## src/logic/eosc_pkg.sv

```systemverilog
// Package: register map, field layout and mode codes of the clock control
package eosc_pkg;

    // ============================================================
    // Register addresses in the special function register space
    localparam logic [7:0] EOSC_ADDR_CLK_SRC  = 8'hA9;
    localparam logic [7:0] EOSC_ADDR_INT_CTRL = 8'hB2;
    localparam logic [7:0] EOSC_ADDR_EXT_CTRL = 8'hB1;

    // ============================================================
    // Reset values
    localparam logic [7:0] EOSC_RST_CLK_SRC  = 8'h00;
    localparam logic [7:0] EOSC_RST_INT_CTRL = 8'hC0;
    localparam logic [7:0] EOSC_RST_EXT_CTRL = 8'h00;

    // ============================================================
    // Field positions
    localparam int EOSC_SRC_SEL_BIT   = 0;
    localparam int EOSC_XVALID_BIT    = 7;
    localparam int EOSC_MODE_LSB      = 4;
    localparam int EOSC_BAND_LSB      = 0;
    localparam int EOSC_IEN_BIT       = 7;
    localparam int EOSC_IRDY_BIT      = 6;
    localparam int EOSC_IDIV_LSB      = 0;

    // ============================================================
    // External oscillator mode codes
    localparam logic [2:0] EOSC_MODE_OFF0    = 3'h0;
    localparam logic [2:0] EOSC_MODE_OFF1    = 3'h1;
    localparam logic [2:0] EOSC_MODE_CMOS    = 3'h2;
    localparam logic [2:0] EOSC_MODE_CMOS_D2 = 3'h3;
    localparam logic [2:0] EOSC_MODE_RC      = 3'h4;
    localparam logic [2:0] EOSC_MODE_CAP     = 3'h5;
    localparam logic [2:0] EOSC_MODE_XTAL    = 3'h6;
    localparam logic [2:0] EOSC_MODE_XTAL_D2 = 3'h7;

    // Internal divider codes: 00 /8, 01 /4, 10 /2, 11 /1
    localparam logic [1:0] EOSC_IDIV_8 = 2'h0;
    localparam logic [1:0] EOSC_IDIV_4 = 2'h1;
    localparam logic [1:0] EOSC_IDIV_2 = 2'h2;
    localparam logic [1:0] EOSC_IDIV_1 = 2'h3;

    // Crystal must show this many oscillator edges with good amplitude
    localparam int EOSC_XTAL_SETTLE_EDGES = 1024;

    typedef enum logic [2:0] {
        EOSC_XV_IDLE   = 3'b001,
        EOSC_XV_SETTLE = 3'b010,
        EOSC_XV_VALID  = 3'b100
    } eosc_xv_e;

endpackage

```

## src/logic/eosc_osc_if.sv

```systemverilog
// Interface between the register block and the external oscillator front end
interface eosc_osc_if;
    logic [2:0] mode;
    logic       ext_tick;
    logic       xtal_valid;

    modport src (input mode, output ext_tick, output xtal_valid);
    modport snk (output mode, input ext_tick, input xtal_valid);
endinterface

```

## src/logic/eosc_ext_osc.sv

```systemverilog
// External oscillator front end: edge pulses, divide by 2, crystal settling
module eosc_ext_osc
    import eosc_pkg::*;
#(
    parameter int SETTLE_EDGES = EOSC_XTAL_SETTLE_EDGES
) (
    // Clock and reset
    input  wire logic clk,
    input  wire logic sys_rst,
    // Oscillator signal and amplitude detector
    input  wire logic osc_sense,
    input  wire logic xtal_amp_ok,
    // Register block side
    eosc_osc_if.src   osc
);

    localparam int CW = $clog2(SETTLE_EDGES + 1);

    logic          prev_sense;
    logic          half;
    logic          tick;
    logic [CW-1:0] edge_cnt;
    eosc_xv_e      xv_state;
    logic          next_prev_sense;
    logic          next_half;
    logic          next_tick;
    logic [CW-1:0] next_edge_cnt;
    eosc_xv_e      next_xv_state;

    logic enabled;
    logic is_xtal;
    logic div2;
    logic rise;

    always_comb begin
        enabled = osc.mode[2] | osc.mode[1];
        is_xtal = osc.mode[2] & osc.mode[1];
        div2    = osc.mode == EOSC_MODE_CMOS_D2 || osc.mode == EOSC_MODE_XTAL_D2;
        rise    = enabled & osc_sense & ~prev_sense;
    end

    // ============================================================
    // Edge pulses; RC, capacitor and CMOS run at once, no settling
    always_comb begin
        // Track the pin while off too, so enabling on a high pin is no edge
        next_prev_sense = osc_sense;
        next_half       = half;
        next_tick       = 1'b0;
        if (!enabled) begin
            next_half = 1'b0;
        end else if (rise) begin
            if (div2) begin
                next_half = ~half;
                next_tick = half;
            end else begin
                next_tick = 1'b1;
            end
        end
    end

    // ============================================================
    // Crystal settling detector
    always_comb begin
        next_xv_state = xv_state;
        next_edge_cnt = edge_cnt;
        unique case (xv_state)
            EOSC_XV_IDLE: begin
                next_edge_cnt = '0;
                if (is_xtal) begin
                    next_xv_state = EOSC_XV_SETTLE;
                end
            end
            EOSC_XV_SETTLE: begin
                if (!is_xtal) begin
                    next_xv_state = EOSC_XV_IDLE;
                end else if (!xtal_amp_ok) begin
                    next_edge_cnt = '0;
                end else if (rise) begin
                    if (edge_cnt == CW'(SETTLE_EDGES - 1)) begin
                        next_xv_state = EOSC_XV_VALID;
                    end
                    next_edge_cnt = edge_cnt + CW'(1);
                end
            end
            EOSC_XV_VALID: begin
                // Losing amplitude restarts settling rather than staying valid
                if (!is_xtal) begin
                    next_xv_state = EOSC_XV_IDLE;
                end else if (!xtal_amp_ok) begin
                    next_xv_state = EOSC_XV_SETTLE;
                    next_edge_cnt = '0;
                end
            end
            default: begin
                next_xv_state = EOSC_XV_IDLE;
            end
        endcase
    end

    always_ff @(posedge clk) begin
        if (sys_rst) begin
            prev_sense <= 1'b0;
            half       <= 1'b0;
            tick       <= 1'b0;
            edge_cnt   <= '0;
            xv_state   <= EOSC_XV_IDLE;
        end else begin
            prev_sense <= next_prev_sense;
            half       <= next_half;
            tick       <= next_tick;
            edge_cnt   <= next_edge_cnt;
            xv_state   <= next_xv_state;
        end
    end

    assign osc.ext_tick   = tick;
    assign osc.xtal_valid = xv_state == EOSC_XV_VALID;

endmodule

```

## src/logic/eosc_clock_ctrl.sv

```systemverilog
// External oscillator control and system clock source selection
// Functional notes
// - Source select bit 1 takes system clock from external oscillator.
// - Select bit 0 takes internal oscillator scaled by its divider field.
// - External oscillator pulses stay available to peripherals regardless.
// - Hardware sets crystal valid once the crystal has settled.
// - RC and capacitor modes need no settling interval.
// - Valid flag bit 7 is read only, meaningful only in modes 11x.
// - Mode 00x off, 010 CMOS, 100 RC, 101 capacitor, 110 crystal.
// - Mode 011 CMOS divided by 2; 111 crystal divided by 2.
// - Bit 3 of the control register reads 0, writes ignored.
// - Bits 2..0 hold the frequency band, set to match crystal.
// - Crystal mode claims port 0 pins 2 and 3.
// - Capacitor, RC and CMOS modes claim only port 0 pin 3.
module eosc_clock_ctrl
    import eosc_pkg::*;
#(
    parameter int SETTLE_EDGES = EOSC_XTAL_SETTLE_EDGES
) (
    // Clock and reset
    input  wire logic       clk,
    input  wire logic       sys_rst,
    // Special function register port
    input  wire logic [7:0] sfr_addr,
    input  wire logic       sfr_wr,
    input  wire logic       sfr_rd,
    input  wire logic [7:0] sfr_wdata,
    output logic      [7:0] sfr_rdata,
    // Oscillator sources
    input  wire logic       int_osc_tick,
    input  wire logic       int_osc_ready,
    input  wire logic       port0_bit3_in,
    input  wire logic       xtal_amp_ok,
    // Clock enables
    output logic            system_clock_signal,
    output logic            ext_osc_tick,
    // Oscillator controls and pin ownership
    output logic            int_osc_enable,
    output logic [2:0]      ext_osc_mode_field,
    output logic [2:0]      ext_osc_freq_band,
    output logic            osc_input_pin_claim,
    output logic            osc_output_pin_claim
);

    eosc_osc_if osc_bus ();

    eosc_ext_osc #(
        .SETTLE_EDGES (SETTLE_EDGES)
    ) u_ext (
        .clk         (clk),
        .sys_rst     (sys_rst),
        .osc_sense   (port0_bit3_in),
        .xtal_amp_ok (xtal_amp_ok),
        .osc         (osc_bus.src)
    );

    // Mask of low divider count bits that must be all ones for a pulse
    function automatic logic [2:0] div_mask(input logic [1:0] code);
        unique case (code)
            EOSC_IDIV_8: div_mask = 3'h7;
            EOSC_IDIV_4: div_mask = 3'h3;
            EOSC_IDIV_2: div_mask = 3'h1;
            EOSC_IDIV_1: div_mask = 3'h0;
        endcase
    endfunction

    // ============================================================
    // Pin ownership
    // Crystal takes both pins; every other running mode only the
    // output-side pin
    function automatic logic takes_both_pins(input logic [2:0] code);
        takes_both_pins = code[2] & code[1];
    endfunction

    function automatic logic takes_out_pin(input logic [2:0] code);
        takes_out_pin = code[2] | code[1];
    endfunction

    // ============================================================
    // Registers
    logic       system_clock_signal_source_select;
    logic       int_en;
    logic [1:0] internal_osc_divider;
    logic [2:0] mode;
    logic [2:0] band;
    logic [7:0] rdata;
    logic [2:0] div_cnt;
    logic       sys_tick;
    logic       next_system_clock_signal_source_select;
    logic       next_int_en;
    logic [1:0] next_internal_osc_divider;
    logic [2:0] next_mode;
    logic [2:0] next_band;
    logic [7:0] next_rdata;
    logic [2:0] next_div_cnt;
    logic       next_sys_tick;
    logic [7:0] ext_ctrl_view;
    logic [7:0] int_ctrl_view;
    logic [7:0] clk_src_view;
    logic       int_div_tick;
    logic       in_claim;
    logic       out_claim;
    logic       next_in_claim;
    logic       next_out_claim;

    always_comb begin
        ext_ctrl_view = 8'h00;
        ext_ctrl_view[EOSC_XVALID_BIT] =
            osc_bus.xtal_valid & takes_both_pins(mode);
        ext_ctrl_view[EOSC_MODE_LSB +: 3] = mode;
        ext_ctrl_view[EOSC_BAND_LSB +: 3] = band;
        int_ctrl_view = 8'h00;
        int_ctrl_view[EOSC_IEN_BIT]  = int_en;
        int_ctrl_view[EOSC_IRDY_BIT] = int_en & int_osc_ready;
        int_ctrl_view[EOSC_IDIV_LSB +: 2] = internal_osc_divider;
        clk_src_view = 8'h00;
        clk_src_view[EOSC_SRC_SEL_BIT] = system_clock_signal_source_select;
    end

    // ============================================================
    // Register writes and registered read data
    always_comb begin
        next_system_clock_signal_source_select = system_clock_signal_source_select;
        next_int_en               = int_en;
        next_internal_osc_divider = internal_osc_divider;
        next_mode                 = mode;
        next_band                 = band;
        next_rdata                = rdata;
        if (sfr_wr) begin
            unique case (sfr_addr)
                EOSC_ADDR_CLK_SRC: begin
                    next_system_clock_signal_source_select =
                        sfr_wdata[EOSC_SRC_SEL_BIT];
                end
                EOSC_ADDR_INT_CTRL: begin
                    next_int_en = sfr_wdata[EOSC_IEN_BIT];
                    next_internal_osc_divider =
                        sfr_wdata[EOSC_IDIV_LSB +: 2];
                end
                EOSC_ADDR_EXT_CTRL: begin
                    // Bits 7 and 3 are dropped here
                    next_mode = sfr_wdata[EOSC_MODE_LSB +: 3];
                    next_band = sfr_wdata[EOSC_BAND_LSB +: 3];
                end
                default: begin
                end
            endcase
        end
        if (sfr_rd) begin
            unique case (sfr_addr)
                EOSC_ADDR_CLK_SRC:  next_rdata = clk_src_view;
                EOSC_ADDR_INT_CTRL: next_rdata = int_ctrl_view;
                EOSC_ADDR_EXT_CTRL: next_rdata = ext_ctrl_view;
                default:            next_rdata = 8'h00;
            endcase
        end
        // Decoded from the next mode so the claims move with the field
        next_in_claim  = takes_both_pins(next_mode);
        next_out_claim = takes_out_pin(next_mode);
    end

    // ============================================================
    // Internal divider and source mux
    always_comb begin
        next_div_cnt = div_cnt;
        int_div_tick = 1'b0;
        if (int_en && int_osc_tick) begin
            next_div_cnt = div_cnt + 3'h1;
            int_div_tick = (div_cnt & div_mask(internal_osc_divider)) ==
                           div_mask(internal_osc_divider);
        end
        // Switching is glitch free by construction since both are enables;
        // software still must pick a settled source
        next_sys_tick = system_clock_signal_source_select ? osc_bus.ext_tick
                                             : int_div_tick;
    end

    always_ff @(posedge clk) begin
        if (sys_rst) begin
            system_clock_signal_source_select <= EOSC_RST_CLK_SRC[EOSC_SRC_SEL_BIT];
            int_en               <= EOSC_RST_INT_CTRL[EOSC_IEN_BIT];
            internal_osc_divider <= EOSC_RST_INT_CTRL[EOSC_IDIV_LSB +: 2];
            mode                 <= EOSC_RST_EXT_CTRL[EOSC_MODE_LSB +: 3];
            band                 <= EOSC_RST_EXT_CTRL[EOSC_BAND_LSB +: 3];
            rdata                <= 8'h00;
            div_cnt              <= 3'h0;
            sys_tick             <= 1'b0;
            in_claim             <= 1'b0;
            out_claim            <= 1'b0;
        end else begin
            system_clock_signal_source_select <= next_system_clock_signal_source_select;
            int_en               <= next_int_en;
            internal_osc_divider <= next_internal_osc_divider;
            mode                 <= next_mode;
            band                 <= next_band;
            rdata                <= next_rdata;
            div_cnt              <= next_div_cnt;
            sys_tick             <= next_sys_tick;
            in_claim             <= next_in_claim;
            out_claim            <= next_out_claim;
        end
    end

    // ============================================================
    // Outputs
    assign osc_bus.mode         = mode;
    assign sfr_rdata            = rdata;
    assign system_clock_signal  = sys_tick;
    assign ext_osc_tick         = osc_bus.ext_tick;
    assign int_osc_enable       = int_en;
    assign ext_osc_mode_field   = mode;
    assign ext_osc_freq_band    = band;
    assign osc_input_pin_claim  = in_claim;
    assign osc_output_pin_claim = out_claim;

endmodule

```

## config.mk

```make
export PLATFORM = sky130hd
export DESIGN_NAME = eosc_clock_ctrl
export DESIGN_NICKNAME = d
export VERILOG_FILES = /design/src/logic/eosc_pkg.sv /design/src/logic/eosc_osc_if.sv /design/src/logic/eosc_ext_osc.sv /design/src/logic/eosc_clock_ctrl.sv
export SDC_FILE = /design/constraint.sdc
export NUM_CORES = 1
export LEC_CHECK = 0
export BUFFER_PORTS_ARGS = -buffer_cell sky130_fd_sc_hd__buf_2
export CAP_MARGIN = 20
export CORE_MARGIN = 2
export CORE_UTILIZATION = 45
export CTS_CLUSTER_SIZE = 14
export DETAILED_ROUTE_END_ITERATION = 12
export GPL_TIMING_DRIVEN = 0
export HOLD_SLACK_MARGIN = 0.06
export PLACE_DENSITY_LB_ADDON = 0.3
export SYNTH_ARGS = -nofsm -noshare
export SYNTH_HDL_FRONTEND = slang
export SYNTH_SLANG_ARGS = --single-unit
```

## constraint.sdc

```tcl
create_clock -name clk -period 5.4 [get_ports clk]
set_input_delay 1.08 -clock clk [delete_from_list [all_inputs] [get_ports clk]]
set_output_delay 1.08 -clock clk [all_outputs]
set_load 0.01 [all_outputs]
```

# Word level (Yosys, flattened, before mapping)
# Index checks and enable logic that the tools add are counted.
# Widths: inputs -> output; s select.
# totals
register_bits	41
in_bits	24
output_inout_bits	19
elab_cells	87
# classes
add_sub_neg	2
n_eq_ne	22
n_mux	22
bitwise	13
reduce_logical	12
# op_table
cell	count
$mux 11	5
$pmux 11 s3	1
$mux 3	10
$eq 8x8->1 const B	3
$pmux 8 s3	1
$ne 3x3->1 const B	4
$pmux 3 s4	1
$add 11x1->11 const B	1
$eq 11x10->1 const B	1
$reduce_and 5->1	2
$pmux 3 s3	1
$reduce_and 2->1	4
$and 1x1->1	6
$eq 3x2->1 const B	2
$eq 3x3->1 const B	2
$ne 2x1->1 const B	3
$eq 2x2->1 const B	2
$not 1->1	4
$add 3x1->3 const B	1
$and 3x3->3	1
$eq 3x1->1 const B	1
$eq 3x3->1	1
$mux 1	3
$ne 3x2->1 const B	1
9 further kinds	10

# Longest topological paths before layout
# Gate-level depths: netlist of the first run.
# logic_depth
ltp_word	7
ltp_mapped	8
mapped_depth_nobuf	6

# Cells and area by module
# From an unflattened synthesis of the first run, not the netlist that was laid out.
# hier_totals
cells_unflattened	234
hier_area_um2	2072.0
# by_module_without_submodules
module	n_inst	cells_per_inst	area_per_inst_um2	seq_area_each_um2
eosc_clock_ctrl	1	110	1049.8	460.4
eosc_ext_osc	1	124	1022.2	340.3

# Least setup slack after synthesis of the first run
# No wires, ideal clock.
# synth_timing
kind	input -> register
start	in xtal_amp_ok
end	reg u_ext.xv_state[1]
setup_time_ns	0.129
arrival_ns	2.254
required_ns	5.271
setup_slack_ns	3.016
path_stages	5
path_buffers	0
path_cell_list	inv_1 or4_1 or3_1 a221oi_2 nor3_1
# synth_via
elab_chain_len	2
elab_cells_between_ends	3
cone_classes	eq/ne: 2; reduce/logical: 1
# synth_lines
element	line_no	rtl
start, declared	eosc_clock_ctrl.sv:33	input wire logic xtal_amp_ok,
$ne 3x3->1 (no source line)	-	
$reduce_and 5->1 (no source line) (*)	-	
end signal, assigned	eosc_ext_osc.sv:112	xv_state <= next_xv_state;
end, declared	eosc_ext_osc.sv:23	eosc_xv_e xv_state;
# Every way passes the cells marked *; elsewhere a longest branch is shown, timed or not.
# A chain may end at the register's enable or synchronous reset.

# Final worst setup path of the first run
# layout_timing
start	in sfr_addr[0]
end	reg in_claim (netlist: osc_input_pin_claim)
# layout_via
elab_chain_len	4
# layout_lines
element	line_no	rtl
start, declared	eosc_clock_ctrl.sv:24	input wire logic [7:0] sfr_addr,
$eq 8x8->1	eosc_clock_ctrl.sv:130	unique case (sfr_addr)
$mux 3	eosc_clock_ctrl.sv:130	
$mux 3	eosc_clock_ctrl.sv:129	if (sfr_wr) begin
$and 1x1->1	eosc_clock_ctrl.sv:72	takes_both_pins = code[2] & code[1];
end signal, assigned	eosc_clock_ctrl.sv:199	in_claim <= next_in_claim;
end, declared	eosc_clock_ctrl.sv:101	logic in_claim;
# Every way passes these cells.

==> impl_metrics.env, run 1 <==
export IMPL_max_clock_path_buffers=2
export IMPL_start_util=0.4630
export IMPL_hpwl_um=2895
export IMPL_slowest_delay_ns=0.56
export IMPL_worstSkewPairLatency_ns=0.29
export IMPL_cp_startpoint="sfr_addr[0]"
export IMPL_syn_inst=207
export IMPL_hold_viol=0
export IMPL_ys_flop_type="dfxtp_1"
export IMPL_hold_buffers=0
export IMPL_cts_sinks=40
export IMPL_holdPathEnd="sfr_rdata[1]$_SDFFE_PP0P_"
export IMPL_cp_start_kind="input port"
export IMPL_hold_path_depth=2
export IMPL_ys_seq_area_frac=0.4387
export IMPL_rr_worst_depth=5
export IMPL_vdd_drop_max_mv=0.1504
export IMPL_worstMarginPinSlew_ns=0.6124
export IMPL_hold_start="sfr_rdata[1]$_SDFFE_PP0P_"
export IMPL_utilization=0.5528
export IMPL_r2r_slack_ns=3.45
export IMPL_grt_pass1_wl_um=6575
export IMPL_tritoncts="done"
export IMPL_status="finished, final reports clean"
export IMPL_final_cell_mix="buf_2 (41), dfxtp_1 (40), nor2_1 (24)"
export IMPL_yosysWarnings=0
export IMPL_p_leak_nw=0.9235
export IMPL_postCtsSetupRepairBufs=0
export IMPL_layout_drive_gt1_share=0.2253
export IMPL_die_area_mm2=0.004582
export IMPL_wl_per_cell_um=13.12
export IMPL_fp_dieH_um=67.69
export IMPL_cts_resized=0
export IMPL_routabilityCongestion=0.7840
export IMPL_core_mm2=0.003943
export IMPL_grt_max_degree=12
export IMPL_hold_slack_ns=0.4640
export IMPL_cts_buffers=5
export IMPL_synth_cell_type_count=45
export IMPL_timing_critical_path_to_type="flop"
export IMPL_slew_headroom=0.5905
export IMPL_criticalPathCategory="input port to flop"
export IMPL_antenna_found_initial=0
export IMPL_area_delta_synth_final_pct=19.40
export IMPL_slowest_stage="nand4_1"
export IMPL_worst_ep_required_time_ns=5.58
export IMPL_swShare=0.2152
export IMPL_worst_path_max_fanout=10
export IMPL_grt_use_total=0.1885
export IMPL_port_buffers=39
export IMPL_layout_commonest_cell="buf_2"
export IMPL_vias_per_cell=5.495
export IMPL_clkPwrFrac=0.395
export IMPL_grt_pass1_vias=1470
export IMPL_power_frac_seq=0.555
export IMPL_finalMaxSlewViolations=0
export IMPL_num_rows=23
export IMPL_antenna_cells=0
export IMPL_skew_ns=0.003725
export IMPL_hp_class="flop to flop"
export IMPL_pin_count=43
export IMPL_drtPass1Iterations=4
export IMPL_p_per_area_mw_per_mm2=246.7
export IMPL_die_w_um=67.69
export IMPL_drtIter0Drc=81
export IMPL_cp_arrival_ns=2.73
export IMPL_n_fill_cell=368
export IMPL_num_vias=1665
export IMPL_synth_avg_cell_area_um2=8.819
export IMPL_min_period_ns=2.544
export IMPL_reg2reg_to="u_ext.xv_state[1]$_SDFFE_PP0P_"
export IMPL_path_cells="buf_2 -> nor2b_1 -> clkbuf_1 -> nand4_1 -> nand3_1 -> o21ai_0 -> and2_1"
export IMPL_drv_cap=0
export IMPL_synth_async_reset_ratio=0
export IMPL_setup_tns_ns=0
export IMPL_finalCritPeriodShare=0.4711
export IMPL_power_w=0.0005378
export IMPL_overflow=0
export IMPL_wirelength_um=3976
export IMPL_rsz0062_at_grt="no"
export IMPL_fin_nets=279
export IMPL_power_switching_w=0.0001157
export IMPL_htreeDepth=2
export IMPL_path_clk_slew_ns=0.07
export IMPL_drc_errors=0
export IMPL_ant_nets=0
export IMPL_setup_viol_count_final=0
export IMPL_syn_num_nets=233
export IMPL_synth_area_mm2=0.001826
export IMPL_fmax_ghz=0.3931
export IMPL_intPower_w=0.0004221
export IMPL_combinationalPowerShare=0.050
export IMPL_cts_root_buf="clkbuf_8"
export IMPL_synth_ff_latch_count=40
export IMPL_synth_edf_count=0
export IMPL_r2r_start="ext_osc_mode_field[2]$_SDFF_PP0_"
## cells in the mapped netlist, types with 2 or more instances
cell	n	area, um^2
o31ai_1	4	30.03
nor2b_1	6	37.54
nand3b_1	2	15.01
inv_1	5	18.77
ha_1	2	25.02
or4_1	5	37.54
nor3_1	3	15.01
buf_1	2	7.510
a21oi_1	15	75.07
clkbuf_1	4	15.01
and2_1	2	12.51
a32oi_1	2	17.52
xor2_1	3	26.28
mux2i_1	11	110.1
a22oi_1	6	45.04
nor2_1	24	90.09
buf_2	2	10.01
nand2b_1	3	18.77
nand4_1	4	25.02
o21ai_0	12	60.06
dfxtp_1	40	800.8
nand2_1	12	45.04
or3_1	8	50.05
nand3_1	9	45.04
## how the worst max path moves through the flow
stage,end,slack (ns),cells past startpoint
6_report,osc_input_pin_claim$_SDFF_PP0_,2.86,7
5_1_grt,osc_input_pin_claim$_SDFF_PP0_,2.67,7
4_1_cts,osc_input_pin_claim$_SDFF_PP0_,2.82,7
3_5_place_dp,osc_input_pin_claim$_SDFF_PP0_,2.62,7
3_3_place_gp,osc_input_pin_claim$_SDFF_PP0_,2.60,7
2_1_floorplan,u_ext.xv_state[1]$_SDFFE_PP0P_,3.02,5
## metal layers
layer	wire length, um	part of all wire	vias up	global-route usage
met5	0	0	-	0
met4	51	0.013	0	0.06633
met3	207	0.052	7	0.05333
met2	1747	0.44	45	0.2855
met1	1970	0.50	769	0.2546
li1	-	-	844	-
## area by class of cell
class	instances	area (um^2)	area share
Timing Repair Buffer	39	195.2	0.08955
Sequential cell	40	800.8	0.3674
Clock buffer	7	96.34	0.04420
Inverter	5	18.77	0.008611
Buffer	10	51.30	0.02354
Tap cell	50	62.56	0.02870
Multi-Input combinational cell	152	954.7	0.4380
## flip-flops by register name (all words and copies together) (netlist names), 2 cells and up
name                  cells
u_ext.edge_cnt           11
ext_osc_freq_band         3
internal_osc_divider      2
u_ext.xv_state            3
ext_osc_mode_field        3
div_cnt                   3
sfr_rdata                 7
## cells by family (layout without fill, tap and decap cells)
family | count (synthesis) | after routing | share of synthesized area
AO/OA/AOI/OAI | 50 | 50 | 0.1789
XOR/XNOR | 3 | 3 | 0.01440
adder cells (fa/ha/maj) | 2 | 2 | 0.01371
buffers and inverters | 15 | 61 | 0.03838
flip-flops | 40 | 40 | 0.4387
multiplexers | 11 | 11 | 0.06032
other | 1 | 1 | 0.002054
AND/OR/NAND/NOR | 85 | 85 | 0.2536
## critical path: cells and delay by family
kind,cells,cell delay [ns]
and+or+nand+nor,4,1.13
buffers and inverters,2,0.39
AOI/OAI and AO/OA,1,0.12
## per-stage QoR
| stage | worst slack [ns] | cells | instance area, um^2 |
|---|---|---|---|
| after floorplan | 3.016 | 207 | 1826 |
| after global placement | 2.597 | 296 | 2083 |
| after detailed placement | 2.620 | 296 | 2083 |
| after CTS | 2.824 | 303 | 2180 |
| after global routing | 2.673 | 303 | 2180 |
| final | 2.856 | 303 | 2180 |
## power groups by stage
stage / sequential (W) / clock (W) / combinational, W
finish: 0.000299 / 0.000212 / 0.0000270
global route: 0.000299 / 0.000230 / 0.0000300
CTS: 0.000298 / 0.000217 / 0.0000269
detailed placement: 0.000305 / 0 / 0.0000267
global placement: 0.000305 / 0 / 0.0000262
floorplan: 0.000305 / 0 / 0.0000135
Note: power is estimated with default switching activity, not from simulation.
==> run 2, diff against run 1 <==
--- a/config.mk
+++ b/config.mk
@@ -5,6 +5,7 @@
 export SDC_FILE = /design/constraint.sdc
 export NUM_CORES = 1
 export LEC_CHECK = 0
+export ABC_AREA = 1
 export BUFFER_PORTS_ARGS = -buffer_cell sky130_fd_sc_hd__buf_2
 export CAP_MARGIN = 20
 export CORE_MARGIN = 2
==> constraint.sdc (replaced) <==
create_clock -name clk -period 2.1 [get_ports clk]
set_input_delay 0.42 -clock clk [delete_from_list [all_inputs] [get_ports clk]]
set_output_delay 0.42 -clock clk [all_outputs]
set_load 0.01 [all_outputs]
==> run 2 against run 1 <==
- flip-flop and latch count unchanged
- sequential power increased to 2.6 times the previous value
- core utilization increased by 0.74 points
==> impl_metrics.env, run 2 <==
export IMPL_synth_cell_type_count=32
export IMPL_finalCritPeriodShare=0.7014
export IMPL_grt_pass1_wl_um=8135
export IMPL_cts_buffers=5
export IMPL_worst_ep_required_time_ns=2.33
export IMPL_num_vias=2036
export IMPL_fin_area_mm2=0.002490
export IMPL_routabilityCongestion=0.7853
export IMPL_fin_nets=375
export IMPL_hold_start="port0_bit3_in"
export IMPL_grt_use_total=0.1973
export IMPL_area_delta_synth_final_pct=18.10
export IMPL_synth_top_cell_area_share=0.3798
export IMPL_setup_tns_ns=0
export IMPL_p_per_area_mw_per_mm2=636.1
export IMPL_grt_max_degree=15
export IMPL_overflow=0
export IMPL_htreeDepth=2
export IMPL_hold_buffers=0
export IMPL_rsz0062_at_grt="no"
export IMPL_vias_per_cell=5.065
export IMPL_max_clock_path_buffers=2
export IMPL_synthMostInstantiatedCell="nand2_1"
export IMPL_synth_async_reset_ratio=0
export IMPL_syn_inst=302
export IMPL_synth_ff_latch_count=40
export IMPL_num_rows=24
export IMPL_drv_cap=0
export IMPL_layout_commonest_cell="nand2_1"
export IMPL_ys_flop_type="dfxtp_1"
export IMPL_ant_nets=0
export IMPL_yosys_area_top_type="dfxtp_1"
export IMPL_placed_cell_area_mm2=0.002374
export IMPL_fmax_ghz=0.6789
export IMPL_postCtsSetupRepairBufs=0
export IMPL_die_w_um=72.45
export IMPL_die_area_mm2=0.005248
export IMPL_antenna_cells=0
export IMPL_wirelength_um=4806
export IMPL_cts_sinks=40
export IMPL_layout_drive_gt1_share=0.2657
export IMPL_pin_count=43
export IMPL_min_period_ns=1.473
export IMPL_p_leak_nw=1.051
export IMPL_r2r_start="ext_osc_mode_field[1]$_SDFF_PP0_"
export IMPL_synth_edf_count=0
export IMPL_criticalPathCategory="flop to flop"
export IMPL_finalMaxSlewViolations=0
export IMPL_worstMarginPinSlew_ns=0.6736
export IMPL_port_buffers=40
export IMPL_final_cell_mix="nand2_1 (72), buf_2 (41), dfxtp_1 (40)"
export IMPL_hold_viol=0
export IMPL_status="finished, final reports clean"
export IMPL_timing_critical_path_to_type="flop"
export IMPL_wl_per_cell_um=11.96
export IMPL_tritoncts="done"
export IMPL_hold_slack_ns=0.3372
export IMPL_cp_startpoint="ext_osc_mode_field[1]$_SDFF_PP0_"
export IMPL_syn_num_nets=328
export IMPL_worst_path_max_fanout=10
export IMPL_synth_area_mm2=0.002108
export IMPL_path_clk_slew_ns=0.09
export IMPL_slew_headroom=0.5509
export IMPL_core_mm2=0.004444
export IMPL_vdd_drop_max_mv=0.4558
export IMPL_cp_arrival_ns=1.70
export IMPL_cts_resized=0
export IMPL_cts_root_buf="clkbuf_8"
export IMPL_yosysWarnings=0
export IMPL_grt_pass1_vias=1850
export IMPL_regMostFlops="u_ext.edge_cnt"
export IMPL_start_util=0.4744
export IMPL_hp_class="input port to flop"
export IMPL_synth_avg_cell_area_um2=6.981
export IMPL_setup_viol_count_final=0
export IMPL_hpwl_um=3537
export IMPL_largest_reg_flops=11
export IMPL_worstSkewPairLatency_ns=0.29
export IMPL_drtPass1Iterations=4
export IMPL_antenna_found_initial=0
export IMPL_cp_start_kind="flop"
export IMPL_ys_seq_area_frac=0.3798
export IMPL_drtIter0Drc=80
export IMPL_fp_dieH_um=72.45
export IMPL_synthTopCellsByArea="dfxtp_1 (38%), nand2_1 (13%), nand3_1 (6.2%)"
export IMPL_synthTopCellsByCount="nand2_1 (72), dfxtp_1 (40), inv_1 (33)"
export IMPL_drc_errors=0
export IMPL_skew_ns=0.01050
-- run 2: cell count changes after synthesis, moves of 6 or more --
| cell | previous run | this run |
|---|---|---|
| a21oi_1 | 15 | 21 |
| nand2_2 | 0 | 10 |
| a22oi_1 | 6 | 0 |
| or3_1 | 8 | 0 |
| nand3_1 | 9 | 26 |
| inv_2 | 0 | 8 |
| a21oi_2 | 1 | 9 |
| nor2b_1 | 6 | 0 |
| nand2_1 | 12 | 72 |
| mux2i_1 | 11 | 0 |
| inv_1 | 5 | 33 |
| o21ai_1 | 0 | 7 |
-- run 2: area by class of cell --
type | count | area, um^2
clock inverter | 3 | 47.55
buffer | 6 | 27.53
clock buffer | 5 | 68.82
fill | 436 | 1954
sequential | 40 | 800.8
tap | 52 | 65.06
inverter | 43 | 175.2
multi-input combinational | 213 | 1105
timing repair buffer | 40 | 200.2
-- run 2: worst max-delay path: stages, from the launching register on --
cell and delay, ns:
dfxtp_1 0.49, nand2_1 0.15, inv_2 0.10, nand3_2 0.11, nand3_4 0.18, nand2_8 0.10
clkinv_8 0.09, nand2_2 0.06, a21oi_2 0.11
-- run 2: logic make-up (layout without fill, tap and decap cells) --
family	after synthesis	count (layout)	share of synthesized area
adder cells (fa/ha/maj)	2	2	0.01187
AO/OA/AOI/OAI	51	51	0.1401
flip-flops	40	40	0.3798
buffers and inverters	49	97	0.09614
AND/OR/NAND/NOR	159	159	0.3703
other	1	1	0.001779
-- run 2: through the flow --
| step | utilization | cells | setup WS (ns) | power, W |
|---|---|---|---|---|
| 6_report | 0.5602 | 402 | 0.6271 | 0.001584 |
| 5_1_grt | 0.5602 | 402 | 0.5218 | 0.001643 |
| 4_1_cts | 0.5602 | 402 | 0.6220 | 0.001598 |
| 3_5_place_dp | 0.5341 | 394 | 0.4542 | 0.0009503 |
| 3_3_place_gp | 0.5341 | 394 | 0.4753 | 0.0009480 |
| 2_1_floorplan | - | 302 | 0.7409 | 0.0008977 |
-- run 2: final timing paths --
path / slack (ns) / endpoint / depth (start not counted)
worst max register to register: 0.63 / u_ext.edge_cnt[7]$_SDFFE_PP0P_ / 8
worst max-delay path: 0.63 / u_ext.edge_cnt[7]$_SDFFE_PP0P_ / 8
worst min-delay path: 0.34 / u_ext.prev_sense$_SDFF_PP0_ / 3
worst min register to register: 0.47 / sfr_rdata[6]$_SDFFE_PP0P_ / 2
-- run 2: metal layers --
layer,vias up,global-route usage,share of wire
met5,-,0,0
met4,0,0.07613,0.015
met3,9,0.04167,0.043
met2,52,0.3272,0.47
met1,907,0.2517,0.48
li1,1068,-,-
-- run 2: where the power goes --
part	leakage (nW)	total, W	switching (W)	internal, W
clock network	0.0583	0.000651	0.000293	0.000358
registers	0.324	0.000779	0.00000898	0.000770
logic	0.669	0.000154	0.000101	0.0000530
total	1.05	0.00158	0.000403	0.00118
